--- src/verilog/dldc_pkg.sv ---
// Package: constants, types and register map of the line direction control
package dldc_pkg;
	localparam int CLK_HZ = 25_000_000;
	localparam int CLK_NS = 40;
	localparam int DRV_DELAY_NS = 2000;
	localparam int DRV_DELAY_CYC = (DRV_DELAY_NS + CLK_NS - 1) / CLK_NS;
	localparam int BAUD_REF = 9600;
	localparam logic [15:0] BIT_DIV_RST = 16'(CLK_HZ / BAUD_REF);
	localparam logic [3:0] CHAR_BITS = 4'hA;
	localparam logic LINE_MARK = 1'h1;
	localparam int APB_AW = 8;

	localparam logic [APB_AW-1:0] ADDR_CTRL = 8'h00;
	localparam logic [APB_AW-1:0] ADDR_STAT = 8'h04;
	localparam logic [APB_AW-1:0] ADDR_IRQ_STAT = 8'h08;
	localparam logic [APB_AW-1:0] ADDR_IRQ_MASK = 8'h0C;
	localparam logic [APB_AW-1:0] ADDR_BIT_DIV = 8'h10;

	localparam int STAT_DRV = 0;
	localparam int STAT_CTS = 1;
	localparam int STAT_TRANSMITTER_FULLY_EMPTY = 2;
	localparam int STAT_TMR = 3;
	localparam int STAT_RTS = 4;
	localparam int STAT_RXD = 5;

	localparam int EV_DRV_ON = 0;
	localparam int EV_DRV_OFF = 1;
	localparam int EV_FALSE_START = 2;
	localparam int EV_CHAR_TIME = 3;
	localparam int EV_TRANSMITTER_FULLY_EMPTY = 4;
	localparam int EV_W = 5;

	typedef enum logic [1:0] {DLDC_P2P, DLDC_MULTI, DLDC_HALF} dldc_mode_e;
	localparam logic [1:0] MODE_BAD = 2'h3;

	typedef struct packed {
		logic rts;
		logic txd;
		logic holding_register_empty_event;
		logic transmitter_fully_empty;
	} dldc_uart_s;

	typedef struct packed {
		dldc_mode_e mode;
		logic [EV_W-1:0] mask;
		logic [EV_W-1:0] stat;
		logic [15:0] div;
		logic [2:0] sync_sh;
		logic [2:0] sync_rx;
		logic st_sh;
		logic st_rx;
		logic drv;
		logic cts;
		logic tx_o;
		logic rxd;
		logic irq;
		logic transmitter_fully_empty_d;
		logic tmr_on;
		logic [15:0] tmr_cyc;
		logic [3:0] tmr_bits;
		logic [7:0] rts_run;
		logic pready;
		logic pslverr;
		logic [31:0] prdata;
	} dldc_top_s;

	localparam dldc_top_s TOP_RST = '{mode: DLDC_HALF, mask: 5'h00, stat: 5'h00,
		div: BIT_DIV_RST, sync_sh: 3'h7, sync_rx: 3'h7, st_sh: 1'h1, st_rx: 1'h1,
		drv: 1'h0, cts: 1'h0, tx_o: LINE_MARK, rxd: 1'h1, irq: 1'h0, transmitter_fully_empty_d: 1'h0,
		tmr_on: 1'h0, tmr_cyc: 16'h0000, tmr_bits: 4'h0, rts_run: 8'h00,
		pready: 1'h0, pslverr: 1'h0, prdata: 32'h00000000};
endpackage : dldc_pkg

--- src/verilog/dldc_delay.sv ---
// Isolation delay: output follows the input once it has held for CYC cycles
`timescale 1ns/100ps
module dldc_delay #(
	parameter int CYC = dldc_pkg::DRV_DELAY_CYC
) (
	input wire logic pclk,
	input wire logic presetn,
	input wire logic din,
	output logic dout
);
	localparam int CW = $clog2(CYC + 1);
	typedef struct packed {
		logic [CW-1:0] cnt;
		logic out;
	} dldc_dly_s;
	dldc_dly_s s;
	dldc_dly_s n;

	if (CYC < 1) begin : g_chk
		$error("dldc_delay: CYC must be at least 1");
	end

	always_comb begin
		n = s;
		if (din == s.out) begin
			n.cnt = '0;
		end else if (s.cnt == CW'(CYC - 1)) begin
			n.out = din;
			n.cnt = '0;
		end else begin
			n.cnt = s.cnt + CW'(1);
		end
	end

	always_ff @(posedge pclk or negedge presetn) begin
		if (!presetn) begin
			s <= '0;
		end else begin
			s <= n;
		end
	end

	assign dout = s.out;

	a_dly_hold: assert property (@(posedge pclk) disable iff (!presetn)
		(din != s.out) && (s.cnt != CW'(CYC - 1)) |=> $stable(s.out))
		else $error("delay output moved before the delay ran out");
endmodule : dldc_delay

--- src/verilog/dldc_glitch.sv ---
// Receive filter: a level must hold len cycles to pass; short start pulses dropped
`timescale 1ns/100ps
module dldc_glitch (
	input wire logic pclk,
	input wire logic presetn,
	input wire logic din,
	input wire logic [15:0] len,
	output logic dout,
	output logic reject
);
	typedef struct packed {
		logic [15:0] cnt;
		logic out;
		logic rej;
	} dldc_flt_s;
	dldc_flt_s s;
	dldc_flt_s n;

	always_comb begin
		n = s;
		n.rej = 1'h0;
		if (din == s.out) begin
			n.rej = (s.cnt != 16'h0000) & s.out;
			n.cnt = 16'h0000;
		end else if ({1'h0, s.cnt} + 17'h00001 >= {1'h0, len}) begin
			n.out = din;
			n.cnt = 16'h0000;
		end else begin
			n.cnt = s.cnt + 16'h0001;
		end
	end

	always_ff @(posedge pclk or negedge presetn) begin
		if (!presetn) begin
			s <= '{cnt: 16'h0000, out: 1'h1, rej: 1'h0};
		end else begin
			s <= n;
		end
	end

	assign dout = s.out;
	assign reject = s.rej;

	a_glitch_hold: assert property (@(posedge pclk) disable iff (!presetn)
		s.out && !din && ({1'h0, s.cnt} + 17'h00001 < {1'h0, len}) |=> s.out)
		else $error("short low pulse reached the receiver");
endmodule : dldc_glitch

--- src/verilog/dldc_top.sv ---
// Transmit direction control for an isolated differential serial channel
//
// Design decisions made here: the APB slave port and the register addresses.
`timescale 1ns/100ps
// Behaviour
// - Three modes: full-duplex point-to-point, full-duplex multi-drop, half-duplex shared pair.
// - Half-duplex receives on shared pair; full-duplex modes receive on separate pair.
// - Multi-drop and half-duplex: driver enabled by request-to-send, off when inactive.
// - Driver turns on about two microseconds after request-to-send rises, except in point-to-point, where it stays on.
// - Clear-to-send is request-to-send delayed by the same driver delay.
// - Holding-register-empty to fully-empty takes about one character time.
// - Receiver rejects false start bits so driver-enable glitches give no character.
// - With no transmitter active, the pair idles in the no-character state.
module dldc_top #(
	parameter int DLY_CYC = dldc_pkg::DRV_DELAY_CYC
) (
	input wire logic pclk,
	input wire logic presetn,
	input wire logic [dldc_pkg::APB_AW-1:0] paddr,
	input wire logic psel,
	input wire logic penable,
	input wire logic pwrite,
	input wire logic [31:0] pwdata,
	output logic [31:0] prdata,
	output logic pready,
	output logic pslverr,
	input wire dldc_pkg::dldc_uart_s uart_in,
	output logic uart_cts,
	output logic uart_rxd,
	input wire logic port_a_shared_pair_i,
	output logic port_a_shared_pair_o,
	output logic port_a_shared_pair_oe,
	input wire logic rx_pair_i,
	output logic irq
);
	dldc_pkg::dldc_top_s s;
	dldc_pkg::dldc_top_s n;
	logic rts_dly;
	logic filt_in;
	logic filt_out;
	logic filt_rej;
	logic [15:0] filt_len;
	logic [dldc_pkg::EV_W-1:0] ev;
	logic [dldc_pkg::EV_W-1:0] clr;
	logic [31:0] rd;
	logic hit;
	logic acc;

	if (DLY_CYC < 1 || DLY_CYC > 250) begin : g_chk
		$error("dldc_top: DLY_CYC must lie in 1..250");
	end

	function automatic logic [15:0] eff_div(input logic [15:0] d);
		return (d == 16'h0000) ? 16'h0001 : d;
	endfunction : eff_div

	// Receive source follows the mode
	assign filt_in = (s.mode == dldc_pkg::DLDC_HALF) ? s.st_sh : s.st_rx;
	// Half a bit period must pass before a start edge counts
	assign filt_len = eff_div({1'h0, s.div[15:1]});

	dldc_delay #(
		.CYC(DLY_CYC)
	) u_delay (
		.pclk(pclk),
		.presetn(presetn),
		.din(uart_in.rts),
		.dout(rts_dly)
	);

	dldc_glitch u_glitch (
		.pclk(pclk),
		.presetn(presetn),
		.din(filt_in),
		.len(filt_len),
		.dout(filt_out),
		.reject(filt_rej)
	);

	always_comb begin
		n = s;
		ev = '0;
		clr = '0;
		rd = 32'h00000000;
		hit = 1'h1;
		acc = psel & penable;

		// Pin synchronisers, a change counts once the last two agree
		n.sync_sh = {s.sync_sh[1:0], port_a_shared_pair_i};
		n.sync_rx = {s.sync_rx[1:0], rx_pair_i};
		if (s.sync_sh[1] == s.sync_sh[2]) begin
			n.st_sh = s.sync_sh[2];
		end
		if (s.sync_rx[1] == s.sync_rx[2]) begin
			n.st_rx = s.sync_rx[2];
		end

		// Line driver and matched clear-to-send
		if (s.mode == dldc_pkg::DLDC_P2P) begin
			n.drv = 1'h1;
		end else begin
			n.drv = rts_dly;
		end
		n.cts = rts_dly;
		n.tx_o = n.drv ? uart_in.txd : dldc_pkg::LINE_MARK;
		n.rxd = filt_out;
		if (!uart_in.rts) begin
			n.rts_run = 8'h00;
		end else if (s.rts_run != 8'hFF) begin
			n.rts_run = s.rts_run + 8'h01;
		end

		ev[dldc_pkg::EV_DRV_ON] = n.drv & ~s.drv;
		ev[dldc_pkg::EV_DRV_OFF] = ~n.drv & s.drv;
		ev[dldc_pkg::EV_FALSE_START] = filt_rej;
		n.transmitter_fully_empty_d = uart_in.transmitter_fully_empty;
		ev[dldc_pkg::EV_TRANSMITTER_FULLY_EMPTY] = uart_in.transmitter_fully_empty & ~s.transmitter_fully_empty_d;

		// One character time from holding-register-empty
		if (uart_in.holding_register_empty_event) begin
			n.tmr_on = 1'h1;
			n.tmr_cyc = 16'h0000;
			n.tmr_bits = 4'h0;
		end else if (s.tmr_on) begin
			if (s.tmr_cyc >= eff_div(s.div) - 16'h0001) begin
				n.tmr_cyc = 16'h0000;
				if (s.tmr_bits >= dldc_pkg::CHAR_BITS - 4'h1) begin
					n.tmr_on = 1'h0;
					ev[dldc_pkg::EV_CHAR_TIME] = 1'h1;
				end else begin
					n.tmr_bits = s.tmr_bits + 4'h1;
				end
			end else begin
				n.tmr_cyc = s.tmr_cyc + 16'h0001;
			end
		end

		// Register read word
		if (paddr == dldc_pkg::ADDR_CTRL) begin
			rd[1:0] = s.mode;
		end else if (paddr == dldc_pkg::ADDR_STAT) begin
			rd[dldc_pkg::STAT_DRV] = s.drv;
			rd[dldc_pkg::STAT_CTS] = s.cts;
			rd[dldc_pkg::STAT_TRANSMITTER_FULLY_EMPTY] = s.transmitter_fully_empty_d;
			rd[dldc_pkg::STAT_TMR] = s.tmr_on;
			rd[dldc_pkg::STAT_RTS] = s.rts_run != 8'h00;
			rd[dldc_pkg::STAT_RXD] = s.rxd;
		end else if (paddr == dldc_pkg::ADDR_IRQ_STAT) begin
			rd[dldc_pkg::EV_W-1:0] = s.stat;
		end else if (paddr == dldc_pkg::ADDR_IRQ_MASK) begin
			rd[dldc_pkg::EV_W-1:0] = s.mask;
		end else if (paddr == dldc_pkg::ADDR_BIT_DIV) begin
			rd[15:0] = s.div;
		end else begin
			hit = 1'h0;
		end

		// One wait state, then completion
		n.pready = acc & ~s.pready;
		n.pslverr = 1'h0;
		if (acc & ~s.pready) begin
			n.pslverr = ~hit;
			n.prdata = pwrite ? 32'h00000000 : rd;
		end

		// Writes land at the completing edge
		if (acc & s.pready & pwrite) begin
			if (paddr == dldc_pkg::ADDR_CTRL) begin
				if (pwdata[1:0] != dldc_pkg::MODE_BAD) begin
					n.mode = dldc_pkg::dldc_mode_e'(pwdata[1:0]);
				end
			end else if (paddr == dldc_pkg::ADDR_IRQ_STAT) begin
				clr = pwdata[dldc_pkg::EV_W-1:0];
			end else if (paddr == dldc_pkg::ADDR_IRQ_MASK) begin
				n.mask = pwdata[dldc_pkg::EV_W-1:0];
			end else if (paddr == dldc_pkg::ADDR_BIT_DIV) begin
				n.div = pwdata[15:0];
			end
		end

		// New event wins over a clear in the same cycle
		n.stat = (s.stat & ~clr) | ev;
		n.irq = |(n.stat & n.mask);
	end

	always_ff @(posedge pclk or negedge presetn) begin
		if (!presetn) begin
			s <= dldc_pkg::TOP_RST;
		end else begin
			s <= n;
		end
	end

	assign prdata = s.prdata;
	assign pready = s.pready;
	assign pslverr = s.pslverr;
	assign uart_cts = s.cts;
	assign uart_rxd = s.rxd;
	assign port_a_shared_pair_o = s.tx_o;
	assign port_a_shared_pair_oe = s.drv;
	assign irq = s.irq;

	a_drv_on_time: assert property (@(posedge pclk) disable iff (!presetn)
		(s.mode != dldc_pkg::DLDC_P2P) && (s.rts_run == 8'(DLY_CYC + 1))
		|-> port_a_shared_pair_oe)
		else $error("driver not on one delay after request-to-send");

	a_cts_match: assert property (@(posedge pclk) disable iff (!presetn)
		(s.mode != dldc_pkg::DLDC_P2P) && $stable(s.mode)
		|-> uart_cts == port_a_shared_pair_oe)
		else $error("clear-to-send and driver enable disagree");

	a_p2p_drive: assert property (@(posedge pclk) disable iff (!presetn)
		s.mode == dldc_pkg::DLDC_P2P
		|=> port_a_shared_pair_oe && (port_a_shared_pair_o == $past(uart_in.txd)))
		else $error("point-to-point driver not following transmit data");

	a_idle_mark: assert property (@(posedge pclk) disable iff (!presetn)
		!port_a_shared_pair_oe |-> port_a_shared_pair_o == dldc_pkg::LINE_MARK)
		else $error("idle pair not at mark");

	a_rx_source: assert property (@(posedge pclk) disable iff (!presetn)
		filt_in == ((s.mode == dldc_pkg::DLDC_HALF) ? s.st_sh : s.st_rx))
		else $error("receiver listening on the wrong pair");

	a_char_time: assert property (@(posedge pclk) disable iff (!presetn)
		uart_in.holding_register_empty_event && (s.div == 16'h0001)
		##1 (!uart_in.holding_register_empty_event && s.div == 16'h0001) [*8]
		##1 (!uart_in.holding_register_empty_event && s.div == 16'h0001) [*2]
		|=> s.stat[dldc_pkg::EV_CHAR_TIME])
		else $error("character timer did not expire after ten bits");

	a_event_sticky: assert property (@(posedge pclk) disable iff (!presetn)
		filt_rej |=> s.stat[dldc_pkg::EV_FALSE_START])
		else $error("rejected start bit not recorded");

	a_irq_level: assert property (@(posedge pclk) disable iff (!presetn)
		irq == |(s.stat & s.mask))
		else $error("interrupt output not matching masked status");
endmodule : dldc_top

--- config.mk ---
export PLATFORM = sky130hd
export DESIGN_NAME = dldc_top
export DESIGN_NICKNAME = d
export VERILOG_FILES = /design/src/verilog/dldc_pkg.sv /design/src/verilog/dldc_delay.sv /design/src/verilog/dldc_glitch.sv /design/src/verilog/dldc_top.sv
export SDC_FILE = /design/constraint.sdc
export NUM_CORES = 1
export LEC_CHECK = 0
export BUFFER_PORTS_ARGS = -buffer_cell sky130_fd_sc_hd__buf_2
export CAP_MARGIN = 10
export CORE_AREA = 2 2 84 166
export DETAILED_ROUTE_END_ITERATION = 16
export DIE_AREA = 0 0 86 168
export GPL_ROUTABILITY_DRIVEN = 1
export GPL_TIMING_DRIVEN = 0
export PLACE_DENSITY_LB_ADDON = 0.2
export REMOVE_ABC_BUFFERS = 1
export SKIP_CTS_REPAIR_TIMING = 1
export SKIP_LAST_GASP = 1
export SYNTH_ARGS = -nofsm -noshare
export SYNTH_HDL_FRONTEND = slang
export SYNTH_SLANG_ARGS = --single-unit
--- constraint.sdc ---
create_clock -name pclk -period 7.2 [get_ports pclk]
set_input_delay 0.72 -clock pclk [delete_from_list [all_inputs] [get_ports pclk]]
set_output_delay 0.72 -clock pclk [all_outputs]
set_load 0.005 [all_outputs]
==> key figures <==
STA
  • Fmax achieved: 197 MHz
  • Final hold viol count: 0
  • Tmin final: 5.09 ns
  • Fin. max-slew vios: 0
  • Slew Limit Headroom: 31.1%
  • Worst-margin pin slew: 1.02 ns
  • Setup TNS Final: 0 ns
  • Fin crit share: 70.7%
  • # setup viols final: 0
  • RSZ-0062 raised after global routing: no
  • Clock skew: 0.00970 ns
  • Final WS setup: 2.11 ns

Logic synthesis
  • Post-synth top area cell: dfrtp_1
  • Main synth FF type: dfrtp_1
  • Mapped Area: 6400 µm²
  • Yosys top cell area share: 37.9%
  • Ranking of synthesized cells by area: dfrtp_1, ha_1, dfstp_2
  • Yosys Warn Count: 0
  • Post-synth EDFFs: 0
  • Yosys reg bits: 114
  • Syn avg cell area: 9.87 µm²
  • Async set or reset register ratio after synthesis: 100%
  • Post-synthesis sequential area ratio: 44.9%
  • Post-synthesis cell count: 649
  • Post-synth cell types: 64

Setup path
  • RR Startpoint: s[83]$_DFFE_PN0P_
  • CP required: 7.49 ns
  • Crit Path Class: register to register
  • Crit. Startpoint: s[83]$_DFFE_PN0P_
  • Data arrival, critical path: 5.38 ns
  • CP max FO: 18
  • Crit. End Element: register
  • Crit start category: register

Place
  • # port buffers: 57
  • Placed insts: 832
  • Gp weighted congestion: 0.855
  • Placement Cell Area: 6690 µm²
  • Post-DP HPWL: 9980 µm
  • Pre-CTS setup slack: 2.12 ns

CTS
  • Clk slew on worst S/H paths: 0.06 ns
  • CTS tree: built
  • Clk Latency, worst-skew pair: 0.41 ns
  • Clk buf depth: 2
  • CTS H-tree lvls: 4
  • CTS buffer count: 17
  • Clock Sinks: 114
  • Clk root buf: clkbuf_16

Floorplan
  • Core ar.: 13300 µm²
  • IO Count: 90
  • Die height: 168 µm
  • Die Area: 14400 µm²
  • Row count: 60
  • Initial Utilization: 48.2%
  • Die width: 86 µm

Finish
  • Leading cell type in the layout, fill and taps excluded: dfrtp_1
  • Combined area of the multi-input logic cells: 3160 µm²
  • Design area: 7230 µm²
  • Fillcell total: 1217
  • Most frequent cells in the layout: dfrtp_1, buf_2, nand2_1
  • Number of cells in the finished layout apart from fillers: 864
  • Layout cells sized above 1: 18.5%
  • Area Growth Syn to Fin: 12.9%
  • Register area: 2870 µm²
  • # diodes: 0
  • Final #Nets: 789
  • Utilization after layout: 54.4%

Routing
  • Via Count: 4766
  • Post-DRT Antenna Nets: 0
  • Detailed Route Iter0 Violations: 238
  • WL per Instance: 15.8 µm
  • Total wire length: 13600 µm
  • Remaining DRCs: 0
  • Vias per std cell: 5.52
  • TritonRoute pass-1 iters: 4

Power and ir drop
  • Combinational Power Share: 6.1%
  • Clock power frac: 49.8%
  • P_int: 1.15 mW
  • Power Density: 212 nW/µm²
  • Worst-case vdd ir drop: 0.000170 V
  • Sequential Power Share: 44.2%
  • Sw frac: 25.1%
  • Sw power: 0.385 mW
  • Leak pwr: 3.64 nW

Global route
  • Largest net degree at the start of global routing: 84
  • First-pass GRT wire length: 22800 µm
  • Gr usage total: 19.9%
  • GR Overflow Total: 0
  • Number of global-route vias before repair: 4750
  • Number of antenna violations at the first check in global routing: 0

Outcome
  • Run status: completed

Job
  • Max-cap violations: 0

Min path
  • Hold Crit Class: primary input to asynchronous set/reset pin
## synth_stat cells (all sizes together), types with 6 or more instances
| master | instances |
|---|---|
| dfrtp | 97 |
| nand2 | 54 |
| o21ai | 45 |
| nor2 | 44 |
| ha | 42 |
| buf | 37 |
| inv | 33 |
| nand3 | 25 |
| and3 | 19 |
| xnor2 | 19 |
| dfstp | 17 |
| a21oi | 16 |
| nor2b | 16 |
| nand4 | 15 |
| xor2 | 14 |
| a21o | 13 |
| a22o | 13 |
| mux2 | 11 |
| nor3 | 11 |
| clkbuf | 10 |
| nor4 | 10 |
| nand2b | 9 |
| nor3b | 7 |
| a31oi | 6 |
| mux2i | 6 |
## state kept, by name, summed over array words and instances (netlist names)
| name | count |
|---|---|
| port_a_shared_pair_oe | 1 |
| port_a_shared_pair_o | 1 |
| prdata | 16 |
| u_delay.s | 6 |
| pslverr | 1 |
| u_glitch.reject | 1 |
| uart_rxd | 1 |
| pready | 1 |
| u_glitch.s | 16 |
| u_glitch.dout | 1 |
| irq | 1 |
| s | 62 |
| n | 4 |
| uart_cts | 1 |
| u_delay.dout | 1 |
## kinds of logic (layout without fill, tap and decap cells)
| kind of cell | count (synthesis) | in the layout | share of synthesized area [%] |
|---|---|---|---|
| AO/OA/AOI/OAI | 126 | 126 | 13.0 |
| XOR/XNOR | 33 | 33 | 4.51 |
| adder cells (fa/ha/maj) | 44 | 44 | 8.52 |
| buffers and inverters | 80 | 124 | 6.74 |
| flip-flops | 114 | 114 | 44.9 |
| multiplexers | 17 | 17 | 2.87 |
| other | 1 | 17 | 0.0585 |
| AND/OR/NAND/NOR | 234 | 234 | 19.5 |
## per-layer routing
| layer | global-route usage [%] | routed length, µm | part of all wire [%] |
|---|---|---|---|
| met1 | 25.9 | 5930 | 44 |
| met2 | 32.4 | 7010 | 51 |
| met3 | 3.87 | 385 | 2.8 |
| met4 | 8.01 | 296 | 2.2 |
| met5 | 0 | 0 | 0 |
## critical path: stages (launching register included)
cell     delay [ns]
dfrtp_1        0.43
or4_1          0.61
nor4_1         0.42
nand3_1        0.23
nor3_1         0.33
nor2_1         0.12
ha_1           0.26
nand2_1        0.17
nor4_1         0.08
xnor2_1        0.13
ha_1           0.28
nand4_1        0.13
nor3_1         0.31
or4b_1         0.51
nand3_1        0.49
nor3_1         0.10
or3b_1         0.36
## path summary, 6_finish.rpt
kind                                     end  slack (ns)  cells past startpoint
setup / recovery           s[60]$_DFFE_PN0P_        2.11                     16
hold / removal             s[57]$_DFFE_PN0P_        0.19                      1
setup reg to reg           s[60]$_DFFE_PN0P_        2.11                     16
hold reg to reg              n[73]$_DFF_PN1_        0.36                      0
max in group asynchronous    n[76]$_DFF_PN1_        6.29                      2
min in group pclk            n[73]$_DFF_PN1_        0.36                      0
## through the flow
| step | hold slack (ns) | total power, mW |
|---|---|---|
| 3_5_place_dp | 0.349 | 0.784 |
| 2_1_floorplan | 0.345 | 0.734 |
| 4_1_cts | 0.187 | 1.55 |
| 6_report | 0.186 | 1.54 |
| 3_3_place_gp | 0.347 | 0.780 |
| 5_1_grt | 0.202 | 1.60 |
## power by group through the flow
stage	Sequential (mW)	Clock (mW)	Combinational (mW)
after global placement	0.689	0	0.0904
after detailed placement	0.690	0	0.0948
after global routing	0.681	0.809	0.108
final	0.679	0.764	0.0929
after CTS	0.679	0.779	0.0951
after floorplan	0.685	0	0.0494
## area by class of cell
type                    instances  area share [%]
inverters                      33            1.71
flip-flops and latches        114            39.7
repair buffers                 59            4.62
clock inverters                13            1.42
well taps                     155            2.68
multi-input cells             471            43.7
clock buffers                  19            6.12
No activity file was read; power rests on OpenSTA's default activity.
